### config.mk
export PLATFORM = sky130hd
export DESIGN_NAME = itd_decoder
export DESIGN_NICKNAME = d
export VERILOG_FILES = /design/src/logic/itd_decoder.v /design/src/logic/itd_table.v
export VERILOG_INCLUDE_DIRS = /design/src /design/src/logic
export SDC_FILE = /design/constraint.sdc
export NUM_CORES = 1
export LEC_CHECK = 0
export ABC_AREA = 1
export BUFFER_PORTS_ARGS = -buffer_cell sky130_fd_sc_hd__buf_2
export CORE_MARGIN = 2
export CORE_UTILIZATION = 40
export CTS_CLUSTER_SIZE = 14
export DETAILED_ROUTE_END_ITERATION = 16
export GPL_TIMING_DRIVEN = 1
export PLACE_DENSITY = 0.7
export SYNTH_ARGS = -nofsm -noshare
export SYNTH_HDL_FRONTEND = slang
export SYNTH_SLANG_ARGS = --single-unit
### constraint.sdc
create_clock -name pclk -period 1.84 [get_ports pclk]
set_clock_uncertainty 0.1 [all_clocks]
set_input_delay 0.368 -clock pclk [delete_from_list [all_inputs] [get_ports pclk]]
set_output_delay 0.368 -clock pclk [all_outputs]
set_load 0.005 [all_outputs]
### src/logic/itd_map.vh
/*
 Constants for the instruction timing decoder: load-B threshold, register
 offsets, option codes and field positions.
 Assumes inclusion by bare name from the design files.
*/
`ifndef ITD_MAP_VH
`define ITD_MAP_VH

// Register byte offsets
`define ITD_OFF_CTRL      12'h000
`define ITD_OFF_OPCODE    12'h004
`define ITD_OFF_STATUS    12'h008
`define ITD_OFF_PC        12'h00C
`define ITD_OFF_OPTIONS   12'h010
`define ITD_OFF_COUNT     12'h014

// Control fields
`define ITD_CTRL_SKIP     0
`define ITD_CTRL_HALT     1

// Status fields
`define ITD_ST_BUSY       0
`define ITD_ST_SKIPPING   1
`define ITD_ST_UNDEF      2
`define ITD_ST_DONE       3
`define ITD_ST_BYTES_LO   4
`define ITD_ST_BYTES_HI   5
`define ITD_ST_CYC_LO     8
`define ITD_ST_CYC_HI     10

// Mask option codes
`define ITD_CLK_CRYSTAL   2'h1
`define ITD_CLK_EXTERNAL  2'h2
`define ITD_CLK_RC        2'h3
`define ITD_BOD_ENABLE    2'h1
`define ITD_BOD_DISABLE   2'h2

// Load-B immediate short form threshold
`define ITD_LDB_LIMIT     8'h10

// Reset values
`define ITD_PC_RST        16'h0000
`define ITD_ZERO32        32'h00000000

`endif

### src/logic/itd_decoder.v
/*
 Instruction timing decoder top: fetch sequencing, skip handling, mask
 options and an APB register window.
 Assumes opcode bytes from program memory synchronous to pclk, one
 instruction-cycle enable from the core, and a single APB master.
*/
// Our own choices: the register addresses and register access over APB.
`timescale 1ns/1ps
`default_nettype none
`include "itd_map.vh"

module itd_decoder #(
	parameter [1:0] CLK_OPTION = `ITD_CLK_CRYSTAL,
	parameter [1:0] BOD_OPTION = `ITD_BOD_ENABLE
) (
	input  wire        pclk,
	input  wire        presetn,
	input  wire        psel,
	input  wire        penable,
	input  wire        pwrite,
	input  wire [11:0] paddr,
	input  wire [31:0] pwdata,
	output wire        pready,
	output reg  [31:0] prdata,
	output wire        pslverr,
	input  wire        cycle_en,
	input  wire [7:0]  mem_data,
	output reg  [15:0] mem_addr,
	output reg         fetch_strobe,
	input  wire        cond_false,
	input  wire        clock_out_pin_in,
	output wire        clock_out_pin_drive,
	output wire        port_g_bit7,
	input  wire        brownout_raw,
	output wire        brownout_reset
);

	localparam [1:0] ST_FETCH = 2'h0;
	localparam [1:0] ST_EXEC  = 2'h1;
	localparam [1:0] ST_SKIP  = 2'h2;

	reg  [1:0]  state_q;
	reg  [15:0] pc_q;
	reg  [7:0]  op_q;
	reg  [2:0]  left_q;
	reg  [1:0]  blen_q;
	reg  [2:0]  clen_q;
	reg         undef_q;
	reg         skip_pend_q;
	reg         halt_q;
	reg         done_q;
	reg  [31:0] count_q;
	wire [1:0]  t_bytes;
	wire [2:0]  t_cycles;
	wire        t_undef;
	reg         look_q;

	// Timing lookup, one cycle behind the opcode register
	itd_table u_table (
		.pclk     (pclk),
		.presetn  (presetn),
		.opcode   (op_q),
		.operand  (mem_data),
		.bytes_q  (t_bytes),
		.cycles_q (t_cycles),
		.undef_q  (t_undef),
		.cond_q   ()
	);

	// Short load-B form below the limit is always one byte
	wire ldb_short = (op_q[7:4] == 4'h5) && ({4'h0, op_q[3:0]} < `ITD_LDB_LIMIT);

	// Options are parameters only, never written by software
	assign clock_out_pin_drive = (CLK_OPTION == `ITD_CLK_CRYSTAL);
	assign port_g_bit7 = (CLK_OPTION == `ITD_CLK_CRYSTAL) ? 1'b0 : clock_out_pin_in;
	assign brownout_reset = (BOD_OPTION == `ITD_BOD_ENABLE) & brownout_raw;

	wire wr_acc = psel & penable & pwrite;
	wire ctrl_wr = wr_acc & (paddr == `ITD_OFF_CTRL);
	wire skip_req = (ctrl_wr & pwdata[`ITD_CTRL_SKIP]) | cond_false;

	// Sequencer: fetch, wait a cycle for the table, then count down
	always @(posedge pclk or negedge presetn) begin
		if (!presetn) begin
			state_q      <= ST_FETCH;
			pc_q         <= `ITD_PC_RST;
			op_q         <= 8'h00;
			look_q       <= 1'b0;
			left_q       <= 3'h0;
			blen_q       <= 2'h1;
			clen_q       <= 3'h1;
			undef_q      <= 1'b0;
			skip_pend_q  <= 1'b0;
			halt_q       <= 1'b0;
			done_q       <= 1'b0;
			count_q      <= `ITD_ZERO32;
			mem_addr     <= `ITD_PC_RST;
			fetch_strobe <= 1'b0;
		end else begin
			fetch_strobe <= 1'b0;
			done_q <= 1'b0;
			if (ctrl_wr)
				halt_q <= pwdata[`ITD_CTRL_HALT];
			// Set wins over the clear done when the skip starts
			if (skip_req)
				skip_pend_q <= 1'b1;
			case (state_q)
				ST_FETCH: begin
					if (cycle_en && !halt_q) begin
						op_q         <= mem_data;
						mem_addr     <= pc_q;
						fetch_strobe <= 1'b1;
						left_q       <= 3'h0;
						look_q       <= 1'b1;
						state_q      <= skip_pend_q ? ST_SKIP : ST_EXEC;
						if (skip_pend_q && !skip_req)
							skip_pend_q <= 1'b0;
					end
				end
				ST_EXEC: begin
					// The table answers one cycle after the opcode lands
					if (look_q) begin
						look_q <= 1'b0;
					end else if (left_q == 3'h0) begin
						blen_q  <= ldb_short ? 2'h1 : t_bytes;
						clen_q  <= ldb_short ? 3'h1 : t_cycles;
						undef_q <= t_undef;
						left_q  <= ldb_short ? 3'h1 : t_cycles;
					end else if (cycle_en) begin
						if (left_q == 3'h1) begin
							pc_q    <= pc_q + {14'h0000, blen_q};
							done_q  <= 1'b1;
							count_q <= count_q + 32'h00000001;
							state_q <= ST_FETCH;
						end
						left_q <= left_q - 3'h1;
					end
				end
				ST_SKIP: begin
					if (look_q) begin
						look_q <= 1'b0;
					end else if (left_q == 3'h0) begin
						blen_q <= ldb_short ? 2'h1 : t_bytes;
						clen_q <= {1'b0, ldb_short ? 2'h1 : t_bytes};
						left_q <= {1'b0, ldb_short ? 2'h1 : t_bytes};
					end else if (cycle_en) begin
						if (left_q == 3'h1) begin
							pc_q    <= pc_q + {14'h0000, blen_q};
							done_q  <= 1'b1;
							state_q <= ST_FETCH;
						end
						left_q <= left_q - 3'h1;
					end
				end
				default: state_q <= ST_FETCH;
			endcase
		end
	end

	// APB: zero wait states, unmapped reads return zero with error
	wire mapped = (paddr == `ITD_OFF_CTRL) | (paddr == `ITD_OFF_OPCODE) | (paddr == `ITD_OFF_STATUS) |
		(paddr == `ITD_OFF_PC) | (paddr == `ITD_OFF_OPTIONS) | (paddr == `ITD_OFF_COUNT);
	assign pready  = 1'b1;
	assign pslverr = psel & penable & ~mapped;

	// Read data registered in the setup phase, valid in the access phase
	always @(posedge pclk or negedge presetn) begin
		if (!presetn) begin
			prdata <= `ITD_ZERO32;
		end else if (psel && !penable && !pwrite) begin
			case (paddr)
				`ITD_OFF_CTRL:    prdata <= {30'h0, halt_q, skip_pend_q};
				`ITD_OFF_OPCODE:  prdata <= {24'h0, op_q};
				`ITD_OFF_STATUS:  prdata <= {21'h0, clen_q, 2'h0, blen_q, done_q, undef_q,
					(state_q == ST_SKIP), (state_q != ST_FETCH)};
				`ITD_OFF_PC:      prdata <= {16'h0, pc_q};
				`ITD_OFF_OPTIONS: prdata <= {28'h0, BOD_OPTION, CLK_OPTION};
				`ITD_OFF_COUNT:   prdata <= count_q;
				default:          prdata <= `ITD_ZERO32;
			endcase
		end
	end

endmodule // itd_decoder
`default_nettype wire

### src/logic/itd_table.v
/*
 Opcode timing table: byte count, cycle count and undefined flag per opcode,
 held in a registered lookup.
 Assumes a synchronous opcode input on pclk.
*/
`timescale 1ns/1ps
`default_nettype none
`include "itd_map.vh"

module itd_table (
	input  wire       pclk,
	input  wire       presetn,
	input  wire [7:0] opcode,
	input  wire [7:0] operand,
	output reg  [1:0] bytes_q,
	output reg  [2:0] cycles_q,
	output reg        undef_q,
	output reg        cond_q
);

	reg [1:0] b_d;
	reg [2:0] c_d;
	reg       u_d;
	reg       k_d;

	// Decode per opcode; undefined codes execute as their aliases
	always @* begin
		b_d = 2'h1;
		c_d = 3'h1;
		u_d = 1'b0;
		k_d = 1'b0;
		casez (opcode)
			8'b0000_0000: c_d = 3'h7;
			8'b0010_????: begin
				b_d = 2'h2;
				c_d = 3'h3;
			end
			8'b0011_????: begin
				b_d = 2'h2;
				c_d = 3'h5;
			end
			8'h4?: c_d = 3'h1;
			// Long load-B timing; the sequencer overrides it with the short form
			8'h5?: begin
				b_d = 2'h2;
				c_d = 3'h3;
			end
			8'h60, 8'h61, 8'h62, 8'h63, 8'h67: u_d = 1'b1;
			8'h6?: c_d = 3'h1;
			8'h7?: k_d = ~opcode[3];
			// Only the relative jumps are left in the low half
			8'b0???_????: c_d = 3'h3;
			8'b1000_0???: k_d = 1'b1;
			8'b1000_1000, 8'b1000_1001: k_d = 1'b1;
			8'h8C: begin
				u_d = 1'b1;
				c_d = 3'h5;
			end
			8'h8D, 8'h8E, 8'h8F: c_d = 3'h5;
			8'b1001_0???: begin
				b_d = 2'h2;
				c_d = 3'h2;
				k_d = (opcode[2:0] == 3'h2) || (opcode[2:0] == 3'h3);
			end
			8'h98: begin
				b_d = 2'h2;
				c_d = 3'h2;
			end
			8'h99: u_d = 1'b1;
			8'h9A, 8'h9B: begin
				b_d = 2'h2;
				c_d = 3'h2;
			end
			8'h9C, 8'h9D: begin
				b_d = 2'h2;
				c_d = 3'h3;
			end
			8'h9E: begin
				b_d = 2'h2;
				c_d = 3'h2;
			end
			8'h9F: begin
				u_d = 1'b1;
				b_d = 2'h2;
				c_d = 3'h2;
			end
			8'hA0, 8'hA1: c_d = 3'h1;
			8'hA2, 8'hA3, 8'hAA, 8'hAB: c_d = 3'h2;
			8'hA4, 8'hA5: c_d = 3'h3;
			8'hA6: c_d = 3'h1;
			8'hA7, 8'hAF: u_d = 1'b1;
			8'hA8, 8'hA9: u_d = 1'b1;
			8'hAC: begin
				b_d = 2'h3;
				c_d = 3'h4;
			end
			8'hAD: begin
				b_d = 2'h3;
				c_d = 3'h5;
			end
			8'hAE: c_d = 3'h1;
			8'hB1, 8'hB4, 8'hB5, 8'hB9: u_d = 1'b1;
			8'hB7, 8'hBF: begin
				u_d = 1'b1;
				c_d = 3'h3;
			end
			8'hB2, 8'hB3, 8'hB6, 8'hBA, 8'hBB, 8'hBE: c_d = 3'h3;
			8'hB8: c_d = 3'h1;
			8'hBC: begin
				b_d = 2'h3;
				c_d = 3'h3;
			end
			8'hBD: begin
				b_d = 2'h3;
				c_d = 3'h4;
				k_d = (operand[7:4] == 4'h2) || (operand[7:4] == 4'h3) || (operand[7:3] == 5'h0E);
			end
			8'hC?: c_d = 3'h3;
			8'hD?: begin
				b_d = 2'h2;
				c_d = 3'h3;
			end
			8'hE?, 8'hF?: c_d = 3'h3;
			default: c_d = 3'h1;
		endcase
	end

	// Registered outputs
	always @(posedge pclk or negedge presetn) begin
		if (!presetn) begin
			bytes_q  <= 2'h1;
			cycles_q <= 3'h1;
			undef_q  <= 1'b0;
			cond_q   <= 1'b0;
		end else begin
			bytes_q  <= b_d;
			cycles_q <= c_d;
			undef_q  <= u_d;
			cond_q   <= k_d;
		end
	end

endmodule // itd_table
`default_nettype wire

==> metrics, run 1 <==
Post-Route WL between 15,000 and 20,000 um; cell at the slowest stage of the critical path nor2_4; Reg2Reg Capture Point blen_q[1]; maxcap violations 0; IO buf count 78; Syn Inst Count about 900; Post-synth top flop dfrtp_1; Die Y-Extent about 130 um; worst endpoint required time approximately 1.4 ns; crit start category primary input; Clk Latency, worst-skew pair around 0.43 ns; Initial Util 0.409; library cells used by synthesis 37; unrepaired setup endpoints after global routing true; die width between 100 and 150 um; DRC errors left 0; R2R cell count 6; layout cell share with drive strength beyond 1 0.243; commonest cells after routing, fill and taps aside 294 x nand2_1, 121 x dfrtp_1, 101 x inv_1; 1st-pass router iterations 5; CP Cell Sequence buf_2 > nor2_4 > nand2_1 > nor2_1 > buf_4 > nand3b_1 > nand3_2 > nor3_4 > buf_6; Worst R2R Setup Slack between 0.05 and 0.06 ns; area grow syn2layout 31.1%; critical path class primary input to output port; Synth Cell Area roughly 6800 sq um; Worst Setup EP pslverr; first-pass GRT wire length just under 30,000 um; clock period minus worst slack between 1.5 and 2 ns; Die ar. around 18,000 sq um; Peak VDD IR roughly 0.7 mV; Power Density 730 nW/um^2; vias in the first global route approximately 6,200; max incr delay on CP approximately 0.15 ns; WP data arrival around 1.3 ns; Post-synth EDFFs 0; warnings from Yosys 0; clk buf depth 2; cell area after layout between 8000 and 9000 sq um; vias per cell about 4.9; Max H-tree Level 4; total CTS buffers 17; Combinational Power Share 0.065; clock share of power 0.494; Sw Share 0.242; Initial DRC Count 358; cell internal pwr 4950 uW; Period Utilization, post-route 0.967; fmax 562 MHz; DRT antenna net count 0; wire per inst ~14 um; via count 6,316; Reg power frac 0.441; Crit. End Element output port; Critical Path Source paddr[0]; largest net degree at the start of global routing 68; Final WS setup roughly 0.06 ns; Nets ~1,100; total track usage 0.208; Antenna diodes 0; Post-Place Cell Area roughly 8000 sq um; Clock Pin Slew Worst Setup and Hold Paths about 0.06 ns; core area between 15,000 and 20,000 sq um; hold_ws roughly 0.03 ns; post-synthesis sequential area ratio 0.464; Min-Delay Path Class primary input to register; Row Count between 40 and 50; Switch Pwr approximately 1600 uW; Worst path depth 9; Final Max Tran Viols 0; #FFs+latches synth approximately 130; dpl ws -0.257 ns; footprint of the multi-input gates 3400 sq um; CTS tree built; initial antenna violation count 0; Reg area around 3200 sq um; Setup violations, final 0; final hold violations 0; gp weighted congestion ~0.94; total grt overflow 0; status completed; commonest non-fill, non-tap cell in the layout nand2_1; Pleak between 0.004 and 0.005 uW; Root Buffer Master clkbuf_16; Clock Sinks about 130; Avg Inst Size Synth ~7.5 sq um; DPL Wire Length about 13,000 um; RR Startpoint state_q[0]; Post-synth ARST share 1.00; Worst Path Buf+Inv 3; crit-path max FO 4; I/O pin cnt 115; Filler cells 1,566; delay-heaviest family, CP simple AND/OR/NAND/NOR gates
-- synth_stat cells (12+ instances only) --
cell,n,area [sq um]
a21oi_1,15,75.1
clkbuf_1,13,48.8
dfrtp_1,122,3050
inv_1,104,390
nand2_1,306,1150
nand3_1,47,235
nand4_1,14,87.6
nor2_1,91,342
nor3_1,24,120
o21ai_0,52,260
o31ai_1,12,90.1
xor2_1,30,263
-- sequential cells by signal, indices dropped and copies added (netlist names), 2 cells and up --
signal and count:
count_q 32, prdata 32, mem_addr 16, pc_q 16, op_q 8, clen_q 3, left_q 3, u_table.cycles_q 3
blen_q 2, state_q 2, u_table.bytes_q 2
-- cell families (layout without fill, tap and decap cells) --
| family | count (synthesis) | count (layout) | synth area share |
|---|---|---|---|
| compound gates | 92 | 92 | 0.0755 |
| xor+xnor | 34 | 34 | 0.0437 |
| fa+ha+maj | 11 | 11 | 0.0213 |
| buf+inv | 129 | 298 | 0.0746 |
| flops | 126 | 126 | 0.464 |
| mux | 1 | 1 | 0.00165 |
| other cells | 2 | 3 | 0.00110 |
| simple gates | 509 | 509 | 0.319 |
-- routing by layer --
layer	wire, um	GRT usage
met4	274	0.0719
met2	8480	0.341
met3	817	0.0439
met5	0	0
met1	8040	0.274
-- worst min-delay path by stage --
stage                        to       start  cells after the start
global route        skip_pend_q  cond_false                      3
finish              skip_pend_q  cond_false                      3
CTS                 skip_pend_q  cond_false                      3
floorplan             blen_q[1]     presetn                      0
detailed placement   prdata[25]     presetn                      2
global placement     prdata[25]     presetn                      2
-- power by group through the flow --
stage	Sequential [uW]	Combinational, uW	Clock, uW
final	2880	422	3220
after global placement	2920	344	0
after CTS	2880	398	3260
after detailed placement	2920	349	0
after global routing	2880	473	3400
after floorplan	2910	156	0
-- repair_timing --
action,CTS,global route
hold endpoints to repair,122,0
pin swaps,17,14
buffers inserted,6,4
resized for setup,45,36
hold buffers,1,0
setup endpoints to repair,9,42
-- per-stage QoR --
step           utilization  cells  setup TNS, ns  power (uW)
6_report             0.537   1294              0        6520
2_1_floorplan            -    905              0        3060
3_5_place_dp         0.480   1252         -0.859        3270
4_1_cts              0.527   1290              0        6540
3_3_place_gp         0.480   1252         -0.884        3260
5_1_grt              0.537   1294        -0.0921        6760
-- final cells by class --
cell class / instances / area share
inverters: 107 / 0.0455
flip-flops and latches: 126 / 0.354
well taps: 220 / 0.0308
multi-input cells: 650 / 0.381
clock inverters: 12 / 0.0129
clock buffers: 20 / 0.0511
repair buffers: 159 / 0.125
-- worst reg2reg max path, delay by kind of cell, from the launching register on --
kind          cells  cell delay (ns)
flops             1             0.38
fa+ha+maj         1             0.38
mux               1             0.33
buf+inv           3             0.30
simple gates      1             0.18
Note: power is estimated with default switching activity, not from simulation.
==> run 2, diff against run 1 <==
- PLACE_DENSITY: 0.7 -> 0.68
- clock period: 1.84 -> 1.9 ns (I/O delays scaled with it)
==> run 2 against run 1 <==
Net effect: global-route usage up 0.52 points; via count down 1.6%; register-to-register slack better by 0.04 ns; worst setup slack worse by 0.042 ns; clock power up 9.6%; critical path depth unchanged; largest cell class unchanged; highest routed layer unchanged; largest power group unchanged.
==> metrics, run 2 (synthesis gave the netlist of run 1 again) <==
Root Buffer Master clkbuf_16; Initial Util 0.409 (unchanged); Crit. End Element output port; crit start category primary input; Reg power frac 0.416 (-0.025); Critical Path Source paddr[11]; Max H-tree Level 4 (unchanged); Period Utilization, post-route 0.990; hold wc startpoint cond_false; Row Count 47 (unchanged); clock period minus worst slack approximately 1.9 ns; Antenna diodes 0 (unchanged); status completed; Power Density 751 nW/um^2 (+2.8%); DRC errors left 0 (unchanged); cell at the slowest stage of the critical path nor3_4; total track usage 0.213 (+0.00518); Nets 1,123 (-0.88%); largest net degree at the start of global routing 44 (-35%); commonest non-fill, non-tap cell in the layout nand2_1; unrepaired setup endpoints after global routing true; total grt overflow 0 (unchanged); Clk Latency, worst-skew pair 0.43 ns (about the same); Worst Path Buf+Inv 3 (unchanged); crit-path max FO 5 (+1); area grow syn2layout 30.6%; 1st-pass router iterations 5 (unchanged); final hold violations 0 (unchanged); fmax 531 MHz; commonest cells after routing, fill and taps aside 293 x nand2_1, 122 x dfrtp_1, 101 x inv_1; initial antenna violation count 0 (unchanged); Initial DRC Count 333 (-7.0%); Clock Sinks 126 (unchanged); Post-Route WL 18,000 um (+2.1%); cell internal pwr 5140 uW (+3.9%); dpl ws -0.174 ns (+0.0832 ns); vias in the first global route 6,206 (+0.40%); critical path class primary input to output port; IO buf count 78 (unchanged); Combinational Power Share 0.054 (-0.011); final core utilization 0.535 (-0.00218); hold_ws 0.0328 ns (+0.00276 ns); Peak VDD IR 0.625 mV (-9.9%); total CTS buffers 17 (unchanged); Pleak 0.00459 uW (-1.0%); Die ar. 18,100 sq um (unchanged); Switch Pwr 1540 uW (-2.2%); I/O pin cnt 115 (unchanged); Sw Share 0.231 (-0.0109); Min-Delay Path Class primary input to register; DRT antenna net count 0 (unchanged); Clock Pin Slew Worst Setup and Hold Paths 0.06 ns (about the same); maxcap violations 0 (unchanged); vias per cell 4.84 (-0.83%); Filler cells 1,596 (+1.9%); CP Cell Sequence buf_2 > nor2_1 > nand2_2 > buf_6 > nor3_4 > nor2_2 > nand3_2 > nor3_4 > buf_2; Final Max Tran Viols 0 (unchanged); final cell count without fillers 1,284 (-0.77%); layout cell share with drive strength beyond 1 0.239 (-0.00429); via count 6,215 (-1.6%); Die Y-Extent 134 um (unchanged); delay-heaviest family, CP simple AND/OR/NAND/NOR gates; core area 16,600 sq um (unchanged); worst endpoint required time 1.42 ns (+0.05 ns); clk buf depth 2 (unchanged); clock share of power 0.529 (+0.035); Final WS setup 0.0183 ns (-0.0416 ns); wire per inst 14.0 um (+2.9%); gp weighted congestion 0.978 (+3.6%); DPL Wire Length 13,400 um (+1.9%); placed cell count 1,240 (-0.96%); die width 134 um (unchanged); WP data arrival 1.40 ns (+0.09 ns); biggest regs count_q (32), prdata (32); max incr delay on CP 0.19 ns (+0.04 ns); Setup violations, final 0 (unchanged); RR Startpoint state_q[0]; first-pass GRT wire length 30,200 um (+2.0%); CTS tree built
-- run 2: cell count changes in the layout (fill, tap and decap cells not counted), moves of 3 or more --
cell | previous run | this run
buf_2 | 71 | 74
buf_4 | 74 | 61
bufinv_16 | 1 | 4
clkinv_4 | 7 | 4
inv_6 | 0 | 4
nor2_4 | 14 | 11
nor3_2 | 5 | 8
-- run 2: what timing repair did --
item | 4_1_cts | 5_1_grt
gates resized for setup | 27 | 46
hold buffers | 1 | 0
setup buffers | 8 | 4
pin swaps | 8 | 15
endpoints found under the setup margin | 4 | 48
hold endpoints to repair | 21 | 0
-- run 2: layout make-up --
cell class | count | area (sq um) | share of cell area
clock buffer | 18 | 439 | 0.0494
multi-input combinational | 650 | 3360 | 0.378
tap | 220 | 275 | 0.0309
sequential | 126 | 3160 | 0.355
inverter | 107 | 408 | 0.0459
clock inverter | 14 | 205 | 0.0231
timing repair buffer | 149 | 1050 | 0.118
-- run 2: final timing paths --
path	end	slack (ns)	cells after the start
max	pslverr	0.02	9
min	skip_pend_q	0.03	3
max reg2reg	pc_q[11]	0.10	7
min reg2reg	mem_addr[5]	0.37	2
max in group asynchronous	blen_q[0]	0.80	3
min in group asynchronous	count_q[22]	0.31	2
-- run 2: worst reg2reg max path, cell delays in order (launching register included) --
cell and delay (ns):
dfrtp_1 0.38, inv_1 0.09, ha_2 0.40, nand3_4 0.15, nor2_4 0.23, nand2_1 0.09, nor2_1 0.14, xor2_1 0.15
-- run 2: through the flow --
stage	instance area (sq um)	TNS (ns)	power, uW
6_report	8900	0	6680
5_1_grt	8900	-0.0493	6940
4_1_cts	8720	0	6730
3_5_place_dp	7910	-0.283	3160
3_3_place_gp	7910	-0.359	3160
2_1_floorplan	6820	0	2970
-- run 2: power groups by stage --
stage	combinational [uW]	sequential, uW	clock, uW
global placement	332	2830	0
detailed placement	334	2830	0
CTS	352	2780	3600
floorplan	151	2810	0
finish	363	2780	3530
global route	414	2780	3740
-- run 2: metal layers --
layer | vias up | share of wire | GRT usage
li1 | 3164 | - | -
met1 | 2901 | 0.46 | 0.281
met2 | 130 | 0.49 | 0.351
met3 | 20 | 0.038 | 0.0420
met4 | 0 | 0.018 | 0.0760
met5 | - | 0 | 0
